$ cat src/common/crc_pkg.sv
// package: clock and reset control constants, register map and types
package crc_pkg;
    // bus and register widths
    localparam int DATA_W = 32;
    localparam int ADDR_W = 26;
    localparam int IDX_W = 24;
    localparam int REG_W = 8;
    localparam logic [1:0] WORD_ALIGN = 2'b00;

    // register indices; the byte address is four times the index
    localparam logic [IDX_W-1:0] IDX_CTRL = 24'hfffc40;
    localparam logic [IDX_W-1:0] IDX_FAST_DIV = 24'hfffc42;
    localparam logic [IDX_W-1:0] IDX_SLOW_DIV = 24'hfffc44;
    localparam logic [IDX_W-1:0] IDX_AUX_DIV = 24'hfffc46;
    localparam logic [IDX_W-1:0] IDX_STATUS = 24'hfffc48;
    localparam logic [IDX_W-1:0] IDX_MASK = 24'hfffc4a;

    // divider register reset values and fields
    localparam logic [REG_W-1:0] FAST_DIV_RST = 8'h4f;
    localparam logic [REG_W-1:0] SLOW_DIV_RST = 8'hb6;
    localparam logic [REG_W-1:0] AUX_DIV_RST = 8'hff;
    localparam logic [REG_W-1:0] FAST_DIV_MASK = 8'h7f;
    localparam int FCDIV_MSB = 3;
    localparam int MODE_LSB = 4;
    localparam int MODE_MSB = 6;
    localparam int ACDIV1_MSB = 3;
    localparam int ACDIV2_LSB = 4;
    localparam int ACDIV2_MSB = 7;

    // start-up and reset counters
    localparam int CNT_W = 14;
    localparam logic [CNT_W-1:0] CNT_PRESET = 14'h3fff;
    localparam logic [CNT_W-1:0] CNT_ZERO = 14'h0000;
    localparam logic [CNT_W-1:0] CNT_ONE = 14'h0001;

    // slow oscillator activity timeout
    localparam int CLK_PERIOD_NS = 100;
    localparam int OSC_TIMEOUT_NS = 100000;
    localparam int SIL_W = 10;
    localparam logic [SIL_W-1:0] OSC_TIMEOUT_CYC = SIL_W'(OSC_TIMEOUT_NS / CLK_PERIOD_NS);

    // tick dividers
    localparam int DIV_W = 9;
    localparam int DIV_N = 4;
    localparam int DIV_SYS = 0;
    localparam int DIV_SLOW = 1;
    localparam int DIV_AUX1 = 2;
    localparam int DIV_AUX2 = 3;

    // asynchronous pin synchroniser lanes
    localparam int SYNC_N = 3;
    localparam int SYNC_EXT = 0;
    localparam int SYNC_PLL = 1;
    localparam int SYNC_OSC = 2;

    // control register layout, bits 5..0; bits 7..6 read zero
    typedef struct packed {
        logic por;
        logic aux_clock2_enable;
        logic aux_clock1_enable;
        logic pll_power_down;
        logic fast_source_select;
        logic slow_source_select;
    } crc_ctrl_t;
    localparam int CTRL_W = 6;
    localparam logic [REG_W-CTRL_W-1:0] RSV_ZERO = 2'b00;
    localparam crc_ctrl_t CTRL_RST = '{por: 1'b1, aux_clock2_enable: 1'b0,
        aux_clock1_enable: 1'b0, pll_power_down: 1'b1, fast_source_select: 1'b1,
        slow_source_select: 1'b0};

    // interrupt status and mask layout
    typedef struct packed {
        logic write_refused;
        logic slow_osc_up;
        logic pll_stable;
        logic reset_released;
        logic main_clock_good;
    } crc_evt_t;
    localparam int EVT_N = 5;

    // reset sequencer states, gray along the power-up path
    typedef enum logic [1:0] {
        ST_OSC_WAIT = 2'b00,
        ST_COUNT = 2'b01,
        ST_RUN = 2'b11
    } crc_seq_t;
endpackage

$ cat src/rtl/crc_clk_div.sv
`timescale 1ns/1ps
// module: programmable tick divider, one tick every terminal plus one cycles
module crc_clk_div
    import crc_pkg::*;
(
    input wire logic pclk,
    input wire logic presetn,
    input wire logic ce,
    input wire logic run,
    input wire logic [DIV_W-1:0] terminal,
    output logic tick_q
);
    logic [DIV_W-1:0] cnt_q;

    // count up to terminal, tick and wrap; stopped divider stays clear
    always_ff @(posedge pclk or negedge presetn) begin
        if (!presetn) begin
            cnt_q <= '0;
            tick_q <= 1'b0;
        end else if (ce) begin
            if (!run) begin
                cnt_q <= '0;
                tick_q <= 1'b0;
            end else if (cnt_q >= terminal) begin
                cnt_q <= '0;
                tick_q <= 1'b1;
            end else begin
                cnt_q <= cnt_q + 1'b1;
                tick_q <= 1'b0;
            end
        end
    end
endmodule

$ cat src/rtl/crc_top.sv
`timescale 1ns/1ps
// module: clock and reset control with apb register slave
module crc_top
    import crc_pkg::*;
#(
    parameter logic [CNT_W-1:0] RST_PRESET = CNT_PRESET,
    parameter logic [CNT_W-1:0] OSC_PRESET = CNT_PRESET
) (
    input wire logic pclk,
    input wire logic presetn,
    input wire logic ce,
    input wire logic [ADDR_W-1:0] paddr,
    input wire logic psel,
    input wire logic penable,
    input wire logic pwrite,
    input wire logic [DATA_W-1:0] pwdata,
    output logic [DATA_W-1:0] prdata,
    output logic pready,
    output logic pslverr,
    input wire logic ext_reset_n,
    input wire logic osc_stop,
    input wire logic pll_locked,
    input wire logic slow_osc_in,
    output logic sys_reset_n,
    output logic main_clock_good,
    output logic main_osc_enable,
    output logic pll_power_down,
    output logic fast_source_select,
    output logic slow_source_select,
    output logic [MODE_MSB-MODE_LSB:0] pll_mode,
    output logic sys_tick,
    output logic slow_tick,
    output logic aux_clock1_tick,
    output logic aux_clock2_tick,
    output logic irq
);
    crc_ctrl_t ctrl_q;
    crc_ctrl_t wdat;
    crc_evt_t status_q;
    crc_evt_t mask_q;
    crc_evt_t evt;
    crc_seq_t state_q;
    logic [REG_W-1:0] fast_div_q;
    logic [REG_W-1:0] slow_div_q;
    logic [REG_W-1:0] aux_div_q;
    logic [REG_W-1:0] rd_byte;
    logic [SYNC_N-1:0] sync1_q;
    logic [SYNC_N-1:0] sync2_q;
    logic [CNT_W-1:0] osc_cnt_q;
    logic [CNT_W-1:0] rst_cnt_q;
    logic [SIL_W-1:0] sil_cnt_q;
    logic [EVT_N-2:0] lvl;
    logic [EVT_N-2:0] lvl_prev_q;
    logic [DIV_W-1:0] div_term [DIV_N];
    logic [DIV_N-1:0] div_run;
    logic [DIV_N-1:0] div_tick;
    logic ext_s;
    logic pll_s;
    logic osc_s;
    logic osc_prev_q;
    logic osc_alive_q;
    logic pll_stable_q;
    logic refused_q;
    logic access;
    logic wr_commit;
    logic rd_commit;
    logic wr_ctrl;
    logic fast_refused;
    logic pwd_refused;
    logic rd_status;

    // byte address match for a register index
    function automatic logic hit(input logic [ADDR_W-1:0] addr, input logic [IDX_W-1:0] idx);
        hit = (addr == {idx, WORD_ALIGN});
    endfunction

    // true for every implemented register address
    function automatic logic mapped(input logic [ADDR_W-1:0] addr);
        mapped = hit(addr, IDX_CTRL) || hit(addr, IDX_FAST_DIV) || hit(addr, IDX_SLOW_DIV)
            || hit(addr, IDX_AUX_DIV) || hit(addr, IDX_STATUS) || hit(addr, IDX_MASK);
    endfunction

    // two-stage synchroniser for the asynchronous pins
    always_ff @(posedge pclk or negedge presetn) begin
        if (!presetn) begin
            sync1_q <= '0;
            sync2_q <= '0;
        end else if (ce) begin
            sync1_q <= {slow_osc_in, pll_locked, ext_reset_n};
            sync2_q <= sync1_q;
        end
    end
    assign ext_s = sync2_q[SYNC_EXT];
    assign pll_s = sync2_q[SYNC_PLL];
    assign osc_s = sync2_q[SYNC_OSC];

    // apb access phase is taken once, answered the next cycle
    assign access = psel && penable && !pready && ce;
    assign wr_commit = access && pwrite;
    assign rd_commit = access && !pwrite;
    assign wr_ctrl = wr_commit && hit(paddr, IDX_CTRL);
    assign rd_status = rd_commit && hit(paddr, IDX_STATUS);
    assign wdat = crc_ctrl_t'(pwdata[CTRL_W-1:0]);

    // refused switch to pll and refused pll power-down
    assign fast_refused = wr_ctrl && !wdat.fast_source_select && ctrl_q.fast_source_select
        && (ctrl_q.pll_power_down || !pll_stable_q);
    assign pwd_refused = wr_ctrl && wdat.pll_power_down && !ctrl_q.pll_power_down
        && !ctrl_q.fast_source_select;

    // apb response registers
    always_ff @(posedge pclk or negedge presetn) begin
        if (!presetn) begin
            pready <= 1'b0;
            pslverr <= 1'b0;
            prdata <= '0;
        end else if (ce) begin
            if (access) begin
                pready <= 1'b1;
                pslverr <= !mapped(paddr);
                if (!pwrite) begin
                    prdata <= DATA_W'(rd_byte);
                end
            end else begin
                pready <= 1'b0;
                pslverr <= 1'b0;
            end
        end
    end

    // read data multiplexer
    always_comb begin
        rd_byte = '0;
        if (hit(paddr, IDX_CTRL)) begin
            rd_byte = {RSV_ZERO, ctrl_q};
        end else if (hit(paddr, IDX_FAST_DIV)) begin
            rd_byte = fast_div_q & FAST_DIV_MASK;
        end else if (hit(paddr, IDX_SLOW_DIV)) begin
            rd_byte = slow_div_q;
        end else if (hit(paddr, IDX_AUX_DIV)) begin
            rd_byte = aux_div_q;
        end else if (hit(paddr, IDX_STATUS)) begin
            rd_byte = REG_W'(status_q);
        end else if (hit(paddr, IDX_MASK)) begin
            rd_byte = REG_W'(mask_q);
        end
    end

    // control register; reserved bits are never stored
    always_ff @(posedge pclk or negedge presetn) begin
        if (!presetn) begin
            ctrl_q <= CTRL_RST;
            refused_q <= 1'b0;
        end else if (ce) begin
            refused_q <= fast_refused || pwd_refused;
            if (wr_ctrl) begin
                ctrl_q.slow_source_select <= wdat.slow_source_select;
                ctrl_q.fast_source_select <= wdat.fast_source_select || fast_refused;
                ctrl_q.pll_power_down <= wdat.pll_power_down && !pwd_refused;
                ctrl_q.aux_clock1_enable <= wdat.aux_clock1_enable;
                ctrl_q.aux_clock2_enable <= wdat.aux_clock2_enable;
                ctrl_q.por <= ctrl_q.por && wdat.por;
            end
        end
    end

    // divider registers
    always_ff @(posedge pclk or negedge presetn) begin
        if (!presetn) begin
            fast_div_q <= FAST_DIV_RST;
            slow_div_q <= SLOW_DIV_RST;
            aux_div_q <= AUX_DIV_RST;
        end else if (ce && wr_commit) begin
            if (hit(paddr, IDX_FAST_DIV)) begin
                fast_div_q <= pwdata[REG_W-1:0] & FAST_DIV_MASK;
            end
            if (hit(paddr, IDX_SLOW_DIV)) begin
                slow_div_q <= pwdata[REG_W-1:0];
            end
            if (hit(paddr, IDX_AUX_DIV)) begin
                aux_div_q <= pwdata[REG_W-1:0];
            end
        end
    end

    // main oscillator start-up counter and good flag
    always_ff @(posedge pclk or negedge presetn) begin
        if (!presetn) begin
            osc_cnt_q <= OSC_PRESET;
            main_clock_good <= 1'b0;
            main_osc_enable <= 1'b1;
        end else if (ce) begin
            main_osc_enable <= !osc_stop;
            if (osc_stop) begin
                osc_cnt_q <= OSC_PRESET;
                main_clock_good <= 1'b0;
            end else if (osc_cnt_q != CNT_ZERO) begin
                osc_cnt_q <= osc_cnt_q - CNT_ONE;
                main_clock_good <= (osc_cnt_q == CNT_ONE);
            end else begin
                main_clock_good <= 1'b1;
            end
        end
    end

    // internal reset sequencer and 14-bit reset counter
    always_ff @(posedge pclk or negedge presetn) begin
        if (!presetn) begin
            state_q <= ST_OSC_WAIT;
            rst_cnt_q <= RST_PRESET;
            sys_reset_n <= 1'b0;
        end else if (ce) begin
            if (!ext_s) begin
                rst_cnt_q <= RST_PRESET;
                sys_reset_n <= 1'b0;
                state_q <= main_clock_good ? ST_COUNT : ST_OSC_WAIT;
            end else begin
                case (state_q)
                    ST_OSC_WAIT: begin
                        if (main_clock_good) begin
                            state_q <= ST_COUNT;
                        end
                    end
                    ST_COUNT: begin
                        if (main_clock_good) begin
                            if (rst_cnt_q == CNT_ZERO) begin
                                state_q <= ST_RUN;
                                sys_reset_n <= 1'b1;
                            end else begin
                                rst_cnt_q <= rst_cnt_q - CNT_ONE;
                            end
                        end
                    end
                    ST_RUN: begin
                        sys_reset_n <= 1'b1;
                    end
                    default: begin
                        state_q <= ST_OSC_WAIT;
                        sys_reset_n <= 1'b0;
                    end
                endcase
            end
        end
    end

    // pll stable only while powered up and locked
    always_ff @(posedge pclk or negedge presetn) begin
        if (!presetn) begin
            pll_stable_q <= 1'b0;
        end else if (ce) begin
            pll_stable_q <= pll_s && !ctrl_q.pll_power_down;
        end
    end

    // slow oscillator activity detector
    always_ff @(posedge pclk or negedge presetn) begin
        if (!presetn) begin
            osc_prev_q <= 1'b0;
            sil_cnt_q <= '0;
            osc_alive_q <= 1'b0;
        end else if (ce) begin
            osc_prev_q <= osc_s;
            if (osc_s != osc_prev_q) begin
                sil_cnt_q <= '0;
                osc_alive_q <= 1'b1;
            end else if (sil_cnt_q == OSC_TIMEOUT_CYC) begin
                osc_alive_q <= 1'b0;
            end else begin
                sil_cnt_q <= sil_cnt_q + 1'b1;
            end
        end
    end

    // effective slow source and slow tick
    always_ff @(posedge pclk or negedge presetn) begin
        if (!presetn) begin
            slow_source_select <= 1'b0;
            slow_tick <= 1'b0;
        end else if (ce) begin
            slow_source_select <= ctrl_q.slow_source_select && osc_alive_q;
            slow_tick <= slow_source_select ? (osc_s && !osc_prev_q) : div_tick[DIV_SLOW];
        end
    end

    // divider terminals and run conditions
    assign div_term[DIV_SYS] = DIV_W'(fast_div_q[FCDIV_MSB:0]);
    assign div_term[DIV_SLOW] = {slow_div_q, 1'b1};
    assign div_term[DIV_AUX1] = DIV_W'(aux_div_q[ACDIV1_MSB:0]);
    assign div_term[DIV_AUX2] = DIV_W'(aux_div_q[ACDIV2_MSB:ACDIV2_LSB]);
    assign div_run[DIV_SYS] = 1'b1;
    assign div_run[DIV_SLOW] = !slow_source_select;
    assign div_run[DIV_AUX1] = ctrl_q.aux_clock1_enable && main_clock_good;
    assign div_run[DIV_AUX2] = ctrl_q.aux_clock2_enable && main_clock_good;

    // tick dividers
    for (genvar i = 0; i < DIV_N; i++) begin : g_div
        crc_clk_div u_div (
            .pclk(pclk),
            .presetn(presetn),
            .ce(ce),
            .run(div_run[i]),
            .terminal(div_term[i]),
            .tick_q(div_tick[i])
        );
    end

    // outputs taken straight from register or divider flops
    assign sys_tick = div_tick[DIV_SYS];
    assign aux_clock1_tick = div_tick[DIV_AUX1];
    assign aux_clock2_tick = div_tick[DIV_AUX2];
    assign pll_power_down = ctrl_q.pll_power_down;
    assign fast_source_select = ctrl_q.fast_source_select;
    assign pll_mode = fast_div_q[MODE_MSB:MODE_LSB];

    // rising-edge events and the registered write-refused pulse for the interrupt status
    assign lvl = {osc_alive_q, pll_stable_q, sys_reset_n, main_clock_good};
    assign evt = crc_evt_t'({refused_q, lvl & ~lvl_prev_q});

    // sticky status cleared by read, set wins; mask and level interrupt
    always_ff @(posedge pclk or negedge presetn) begin
        if (!presetn) begin
            lvl_prev_q <= '0;
            status_q <= '0;
            mask_q <= '0;
            irq <= 1'b0;
        end else if (ce) begin
            lvl_prev_q <= lvl;
            status_q <= (rd_status ? crc_evt_t'('0) : status_q) | evt;
            if (wr_commit && hit(paddr, IDX_MASK)) begin
                mask_q <= crc_evt_t'(pwdata[EVT_N-1:0]);
            end
            irq <= |(status_q & mask_q);
        end
    end
endmodule

$ cat config.mk
export PLATFORM = sky130hd
export DESIGN_NAME = crc_top
export DESIGN_NICKNAME = d
export VERILOG_FILES = /design/src/common/crc_pkg.sv /design/src/rtl/crc_clk_div.sv /design/src/rtl/crc_top.sv
export SDC_FILE = /design/constraint.sdc
export NUM_CORES = 1
export LEC_CHECK = 0
export ABC_AREA = 0
export BUFFER_PORTS_ARGS = -buffer_cell sky130_fd_sc_hd__buf_2
export CAP_MARGIN = 20
export CORE_MARGIN = 8
export CORE_UTILIZATION = 52
export DETAILED_ROUTE_END_ITERATION = 12
export HOLD_SLACK_MARGIN = 0.02
export PLACE_DENSITY = 0.76
export SLEW_MARGIN = 20
export SYNTH_ARGS = -nofsm -noshare
export SYNTH_HDL_FRONTEND = slang
export SYNTH_SLANG_ARGS = --single-unit
$ cat constraint.sdc
create_clock -name pclk -period 2.09 [get_ports pclk]
set_clock_uncertainty 0.2 [all_clocks]
set_input_delay 0.1045 -clock pclk [delete_from_list [all_inputs] [get_ports pclk]]
set_output_delay 0.1045 -clock pclk [all_outputs]
set_load 0.01 [all_outputs]
Word level (Yosys, flattened, before mapping)
Index checks and enable logic that the tools add are counted.

Bits in registers: 149. Bits in latches: 0. Bits in writable memories: 0. Bits in read-only memories: 0. Memories kept: 0.

Add/sub/neg operators: 7. Multiply operators: 0. Divide/modulo/power cells: 0. Order comparisons: 4. Eq/ne operators: 20. Shift-type cells: 0. Mux-type cells: 46. Bitwise operators: 5. Reductions and logical operators: 58.

Operators by type and width (number): == test 26 bit, second input constant (6); two-way mux 14 bit (6); two-way mux 9 bit (7); adder 9 x 1 -> 9 bit, second input constant (4); two-way mux 8 bit (4); subtractor 14 x 1 -> 14 bit, second input constant (2); greater-or-equal comparator 9 x 4 -> 1 bit (3); logical AND 1 bit (22); two-way mux 10 bit (2); two-way mux 1 bit (18); AND reduction 2 bit (8); two-way mux 5 bit (3); == test 14 x 1 -> 1 bit, second input constant (1); logical NOT 14 bit (1); nonzero test 14 bit (1); adder 10 x 1 -> 10 bit, second input constant (1); == test 10 bit, second input constant (1); logical NOT 1 bit (10); inequality test 2 bit, second input constant (5); greater-or-equal comparator 9 bit (1); inequality test 3 bit, second input constant (3); logical OR 1 bit (8); two-way mux 2 bit (4); AND reduction 4 bit (2); other kinds (16) (17).

Longest topological paths before layout
Gate-level depths: netlist of the first run.

Word-level depth: 10. Depth in mapped cells: 8. Depth with buffers taken out: 7.

Hierarchy
A second synthesis of the first run with hierarchy kept.

Cell total of the unflattened synthesis: 885. Area, all modules: 8780.9 µm².

By module, submodules not included: crc_top (times used 1, cells an instance 529, area an instance 5627.9 µm², sequential area each 2790.2 µm²); crc_clk_div (times used 4, cells an instance 89, area an instance 788.3 µm², sequential area each 250.2 µm²).

Worst setup path before layout of the first run
No wires, ideal clock.

Path kind: reg2reg. Start: register slow_div_q[5]. End: register g_div[1].u_div.cnt_q[6]. Data arrival time: 1.926 ns. Data required time: 1.774 ns. Setup slack: -0.152 ns. Cell stages (with the launch flop): 8. Clock period less this slack: 2.242 ns. Cells stage by stage: dfstp_2 > inv_1 > ha_1 > a211oi_1 > o2111ai_1 > o311ai_1 > nand2_1 > o311ai_0.

Cells in the longest elaborated chain, start to end: 3.

Ends and longest elaborated chain: start, declared (line crc_top.sv:44) `logic [REG_W-1:0] slow_div_q;`; start signal, assigned (line crc_top.sv:178) `slow_div_q <= pwdata[REG_W-1:0];`; greater-or-equal comparator 9 bit (line crc_clk_div.sv:24) `end else if (cnt_q >= terminal) begin`; two-way mux 9 bit (line crc_clk_div.sv:24); two-way mux 9 bit (line crc_clk_div.sv:21) `if (!run) begin`; end signal, assigned (line crc_clk_div.sv:28) `cnt_q <= cnt_q + 1'b1;`; end, declared (line crc_clk_div.sv:13) `logic [DIV_W-1:0] cnt_q;`.

Every way passes these cells. A chain may end at the register's enable or synchronous reset.

Worst setup path after layout of the first run
Start: register slow_div_q[5]. End: register g_div[1].u_div.cnt_q[3].

Same word-level chain as after synthesis.

==> results.toml, run 1 <==
[outcome]
status = "complete, but fails checks"
violations = "negative setup slack"

[finish]
seq_area_um2 = 3791
n_antenna_cell = 0
drive_gt1_share_pct = 35.53
syn2layout_area_growth_pct = 29.15
multi_input_area_um2 = 4298
fill_cells = 1070
final_cells = 1145
final_nets = 1044

[power_and_ir_drop]
p_leak_uw = 0.004549
p_total_uw = 7760
ir_drop_mv = 0.6096
power.share.sequential_pct = 41.9
internal-power_uw = 5637
pwr_density_cell_nw_per_um2 = 750.6
switching_share_pct = 27.36
power_frac_comb_pct = 15.7
p_clk_share_pct = 42.4
p_switching_uw = 2123

[worst_hold_path]
holdCritPathClass = "in2reg"

[clock_tree]
clock_sinks = 149
cts.clk_slew.worst_paths_ns = 0.06
clk_path_buf_depth = 2
h-tree-depth = 4
clkLatencyLatePin_ns = 0.43
root_buffer = "clkbuf_16"
cts_tree = "built"
cts_buffers = 17

[routing]
dr.pass1.iters = 5
vias_per_cell = 5.955
vias = 6819
final_antenna_net_count = 0
drt_wl_total_um = 21470
drc = 0
wl_per_cell_um = 18.75
drt_iter0_drc = 605

[floorplan]
core.rowCount = 45
die_w_um = 140.1
start_util_pct = 52.85
boundaryPins = 116
dieHeight_um = 140.1
dieArea_um2 = 19620
core_area_um2 = 15150

[synth]
synth_area_per_cell_um2 = 10.08
yosysTopAreaCell = "dfrtp_1"
syn_area_um2 = 8005
synth_warnings = 0
yosysTopAreaCellShare_pct = 30.95
ys_async_sr_fraction_pct = 100.0
synth_enable_flop_cells = 0
synthCells = 794
ys_types = 72
netlist_top_cells_area = "dfrtp_1 (31%), dfstp_2 (16%), ha_1 (5.0%), mux2_2 (4.9%), o21ai_0 (3.3%)"
ys_seq_elements = 149
ys_seq_area_share_pct = 47.36
synth_flop_cell = "dfrtp_1"

[sta]
post-route-period-util_pct = 106.7
fin_crit_ns = 2.231
drv_slew = 0
slew_headroom_pct = 65.14
setup_ws_ns = -0.1406
hold_violations = 0
setup-violations-final = 14
rsz0062_at_grt = "true"
worst_pin_slew_ns = 0.5181
fmax_mhz = 448.3

[critical_path]
cp.required_ns = 2.20
path_cells = "inv_2, ha_4, o21ai_0, o21ai_1, o311ai_4, buf_6, a21oi_4, o22ai_2"
critical_path.max_fanout = 8
crit_slowest_cell = "dfstp_2"
crit_path_start_kind = "flip-flop"
cp_slowest_stage_delay_ns = 0.54
critPathArrivalTime_ns = 2.34
endpoint_kind = "flip-flop"
critPathKind = "reg2reg"

[placement]
gp_congestion = 0.8796
hpwl_um = 12870
post-place-cells = 1077
dp_slack_ns = -0.1235
numPortBuffers = 67

[grt]
grt_pass1_wl_um = 33020
grt_max_degree = 44
overflow = 0
grt_use_total_pct = 20.59
grt_pass1_vias = 6546
antenna_found_initial = 0

[job]
cap_violations = 0
flip-flops by register name (all words and copies together), names as in the netlist, 4 cells and up:
signal / cells
prdata: 8
g_div.u_div.tick_q: 4
aux_div_q: 8
fast_div_q: 7
sil_cnt_q: 10
lvl_prev_q: 4
g_div.u_div.cnt_q: 36
ctrl_q: 4
osc_cnt_q: 14
status_q: 5
rst_cnt_q: 14
mask_q: 5
slow_div_q: 8
routing by layer:
layer	track usage [%]	up-vias	routed length [µm]
met5	0	-	0
met4	7.886	0	541
met3	4.791	54	1223
met2	33.03	268	10520
met1	26.61	3346	9181
li1	-	3151	-
stage by stage:
| stage | TNS (ns) | area [µm²] | util (%) | hold WS, ns |
|---|---|---|---|---|
| after floorplan | -0.2162 | 8134 | - | -0.3911 |
| after global placement | -0.2842 | 8865 | 58.53 | -0.1201 |
| after detailed placement | -1.050 | 8865 | 58.53 | -0.1171 |
| after CTS | -0.1638 | 9987 | 65.94 | 0.04104 |
| after global routing | -2.106 | 10340 | 68.26 | 0.1158 |
| final | -0.6313 | 10340 | 68.26 | 0.06797 |
power groups by stage:
stage / sequential, µW / combinational, µW / clock [µW]
after floorplan: 3240 / 637 / 0
after global placement: 3260 / 920 / 0
after detailed placement: 3270 / 947 / 0
after CTS: 3230 / 1070 / 3320
after global routing: 3270 / 1340 / 3430
final: 3250 / 1220 / 3290
synth_stat cells (all sizes together), types with 6 or more instances:
cell type / number
inv: 50
xnor2: 8
a31oi: 7
ha: 32
a22o: 9
or4: 7
mux2i: 9
a32oi: 6
clkbuf: 20
dfstp: 50
buf: 34
a21o: 9
a21oi: 33
mux2: 35
nand3: 37
a22oi: 7
o21ai: 54
nand2b: 7
nor2: 47
a211oi: 7
nor3: 21
xor2: 8
nand2: 67
nor2b: 13
o2bb2ai: 13
dfrtp: 99
and3: 8
nand4: 11
nor4: 7
worst paths after layout:
kind	slack (ns)	end	depth (start not counted)	start
worst max-delay path	-0.14	g_div[1].u_div.cnt_q[3]	8	slow_div_q[5]
worst min-delay path	0.07	pslverr	5	paddr[7]
worst max register to register	-0.14	g_div[1].u_div.cnt_q[3]	8	slow_div_q[5]
worst min register to register	0.23	status_q[0]	1	lvl_prev_q[0]
max in group asynchronous	1.20	fast_div_q[1]	3	presetn
min in group asynchronous	0.15	osc_cnt_q[1]	2	presetn
cells in the final DEF (no fill, tap or decap), drive strengths merged, types with 27 or more instances in the layout:
master	netlist	routed
nand2	67	67
nand3	37	37
nor2	47	47
mux2	35	35
o21ai	54	54
buf	34	135
ha	32	32
a21oi	33	33
dlygate4sd3	0	27
dfstp	50	50
dfrtp	99	99
inv	50	51
cell type report:
cell class / count / share of cell area (%)
Timing Repair Buffer: 162 / 11.56
Inverter: 50 / 1.815
Multi-Input combinational cell: 564 / 41.57
Clock buffer: 19 / 4.381
Clock inverter: 13 / 1.731
Tap cell: 188 / 2.275
Sequential cell: 149 / 36.67
what timing repair did:
item | in CTS | in global routing
endpoints found under the setup margin | 31 | 61
endpoints found under the hold margin | 178 | 0
pin swaps | 15 | 33
gates resized for setup | 36 | 70
hold buffers | 28 | 0
setup buffers | 5 | 3
worst max-delay path: cells and delay by family (launching register included):
kind	cells	cell delay, ns
compound gates	5	0.85
flops	1	0.54
fa+ha+maj	1	0.28
buf+inv	2	0.24
kinds of logic (layout without fill, tap and decap cells):
family	Yosys count	count (layout)	share of synthesized area [%]
buffers and inverters	104	244	6.408
adder cells (fa/ha/maj)	32	32	5.002
other	1	24	0.04684
AND/OR/NAND/NOR	261	261	17.44
XOR/XNOR	16	16	1.751
flip-flops	149	149	47.36
AO/OA/AOI/OAI	186	186	15.66
multiplexers	45	45	6.330
Power figures use the tool's default switching activity.
==> run 2, diff against run 1 <==
- RECOVER_POWER: unset -> 25
==> run 2 against run 1 <==
The flow still finishes with violations (negative setup slack); clock power hardly changed; sequential cell count unchanged; via count up 0.41%; critical path depth unchanged; cell count is the same; register-to-register slack about the same; non-clock buffer count stayed put; sequential power is essentially flat; clock-buffer cell count did not move; global-route usage did not move; largest power group unchanged.
==> results.toml, run 2 (synthesized netlist as in run 1, its figures left out) <==
[clock_tree]
cts_tree = "built"
cts_buffers = 17
clkLatencyLatePin_ns = 0.43
root_buffer = "clkbuf_16"
cts.clk_slew.worst_paths_ns = 0.06
h-tree-depth = 4
clk_path_buf_depth = 2
clock_sinks = 149

[finish]
final_nets = 1044
largest_reg_flops = 36
mostFrequentLayoutCells = "dfrtp_1 (99), buf_2 (66), nand2_1 (65)"
drive_gt1_share_pct = 35.42
top_regs = "g_div.u_div.cnt_q x36, osc_cnt_q x14, rst_cnt_q x14"
top_register = "g_div.u_div.cnt_q"
mostFrequentLayoutCell = "dfrtp_1"
n_antenna_cell = 0
final_cells = 1145
syn2layout_area_growth_pct = 28.79

[critical_path]
critical_path.max_fanout = 8
path_cells = "inv_2, ha_4, o21ai_0, o21ai_1, o311ai_4, buf_6, a21oi_4, o22ai_2"
crit_path_start_kind = "flip-flop"
critPathBufInv = 2
endpoint_kind = "flip-flop"
cp_slowest_stage_delay_ns = 0.54
critPathArrivalTime_ns = 2.33
cp.required_ns = 2.20
critPathKind = "reg2reg"
path_delay_family = "compound AO/OA/AOI/OAI gates"
crit_slowest_cell = "dfstp_2"

[sta]
whs_ns = 0.06771
hold_violations = 0
finalSetupTns_ns = -0.5291
fin_crit_ns = 2.221
worst_pin_slew_ns = 1.414
setup_ws_ns = -0.1315
drv_slew = 0
slew_headroom_pct = 5.739
setup-violations-final = 14
rsz0062_at_grt = "true"
post-route-period-util_pct = 106.3
fmax_mhz = 450.2

[routing]
vias = 6847
wl_per_cell_um = 18.75
drt_iter0_drc = 573
dr.pass1.iters = 6
vias_per_cell = 5.980
drt_wl_total_um = 21460
drc = 0
final_antenna_net_count = 0

[placement]
post-place-cells = 1077
numPortBuffers = 67
gp_congestion = 0.8796
dp_slack_ns = -0.1235
hpwl_um = 12870

[grt]
grt_pass1_vias = 6546
grt_max_degree = 44
antenna_found_initial = 0
overflow = 0
grt_use_total_pct = 20.59
grt_pass1_wl_um = 33020

[power_and_ir_drop]
ir_drop_mv = 0.6023
pwr_density_cell_nw_per_um2 = 751.2
p_leak_uw = 0.004536

[floorplan]
start_util_pct = 52.85
dieHeight_um = 140.1
die_w_um = 140.1
core_area_um2 = 15150
boundaryPins = 116
core.rowCount = 45
dieArea_um2 = 19620

[outcome]
status = "complete, but fails checks"
violations = "negative setup slack"

[job]
cap_violations = 0

[worst_hold_path]
holdCritPathClass = "in2reg"
## run 2: cell count changes in the layout (fill, tap and decap cells not counted), sizes merged
cell    change
buf         -1
clkbuf      +1
## run 2: cell type report
cell class,count,area (µm²)
multi-input cells,564,4298
clock inverters,13,178.9
flip-flops and latches,149,3791
repair buffers,162,1166
fillers,1077,4836
inverters,50,187.7
clock buffers,19,452.9
well taps,188,235.2
## run 2: worst paths after layout
path	cells after the start	start	end	slack (ns)
worst max register to register	8	slow_div_q[5]	g_div[1].u_div.cnt_q[3]	-0.13
worst min register to register	1	lvl_prev_q[0]	status_q[0]	0.23
min in group asynchronous	2	presetn	osc_cnt_q[1]	0.89
worst max-delay path	8	slow_div_q[5]	g_div[1].u_div.cnt_q[3]	-0.13
worst min-delay path	5	paddr[7]	pslverr	0.07
max in group asynchronous	3	presetn	slow_div_q[6]	0.27
## run 2: report_power, final
group / switching, µW / internal (µW) / total [µW]
logic: 691 / 518 / 1210
registers: 191 / 3060 / 3250
clock network: 1230 / 2050 / 3290
total: 2110 / 5630 / 7750
## run 2: what timing repair did
action	in CTS	in global routing
cloned	0	0
hold buffers	28	0
buffers inserted	5	3
resized for setup	36	70
setup endpoints to repair	31	61
pin swaps	15	33
endpoints found under the hold margin	178	0
## run 2: worst min-delay path, stage by stage
cell,delay [ns]
buf_2,0.07
nand4b_1,0.17
or3_1,0.15
a211oi_1,0.05
o2bb2ai_1,0.11
## run 2: stage by stage
stage / utilization, % / power [µW] / instance area (µm²)
4_1_cts: 65.94 / 7613 / 9987
6_report: 68.07 / 7745 / 10310
5_1_grt: 68.07 / 8032 / 10310
3_3_place_gp: 58.53 / 4180 / 8865
2_1_floorplan: - / 3874 / 8134
3_5_place_dp: 58.53 / 4212 / 8865
## run 2: layer usage
| layer | part of all wire, % | up-vias | track usage, % | wire length [µm] |
|---|---|---|---|---|
| li1 | - | 3147 | - | - |
| met5 | 0 | - | 0 | 0 |
| met1 | 43 | 3365 | 26.61 | 9212 |
| met2 | 49 | 282 | 33.03 | 10530 |
| met3 | 5.6 | 53 | 4.791 | 1207 |
| met4 | 2.4 | 0 | 7.886 | 510 |
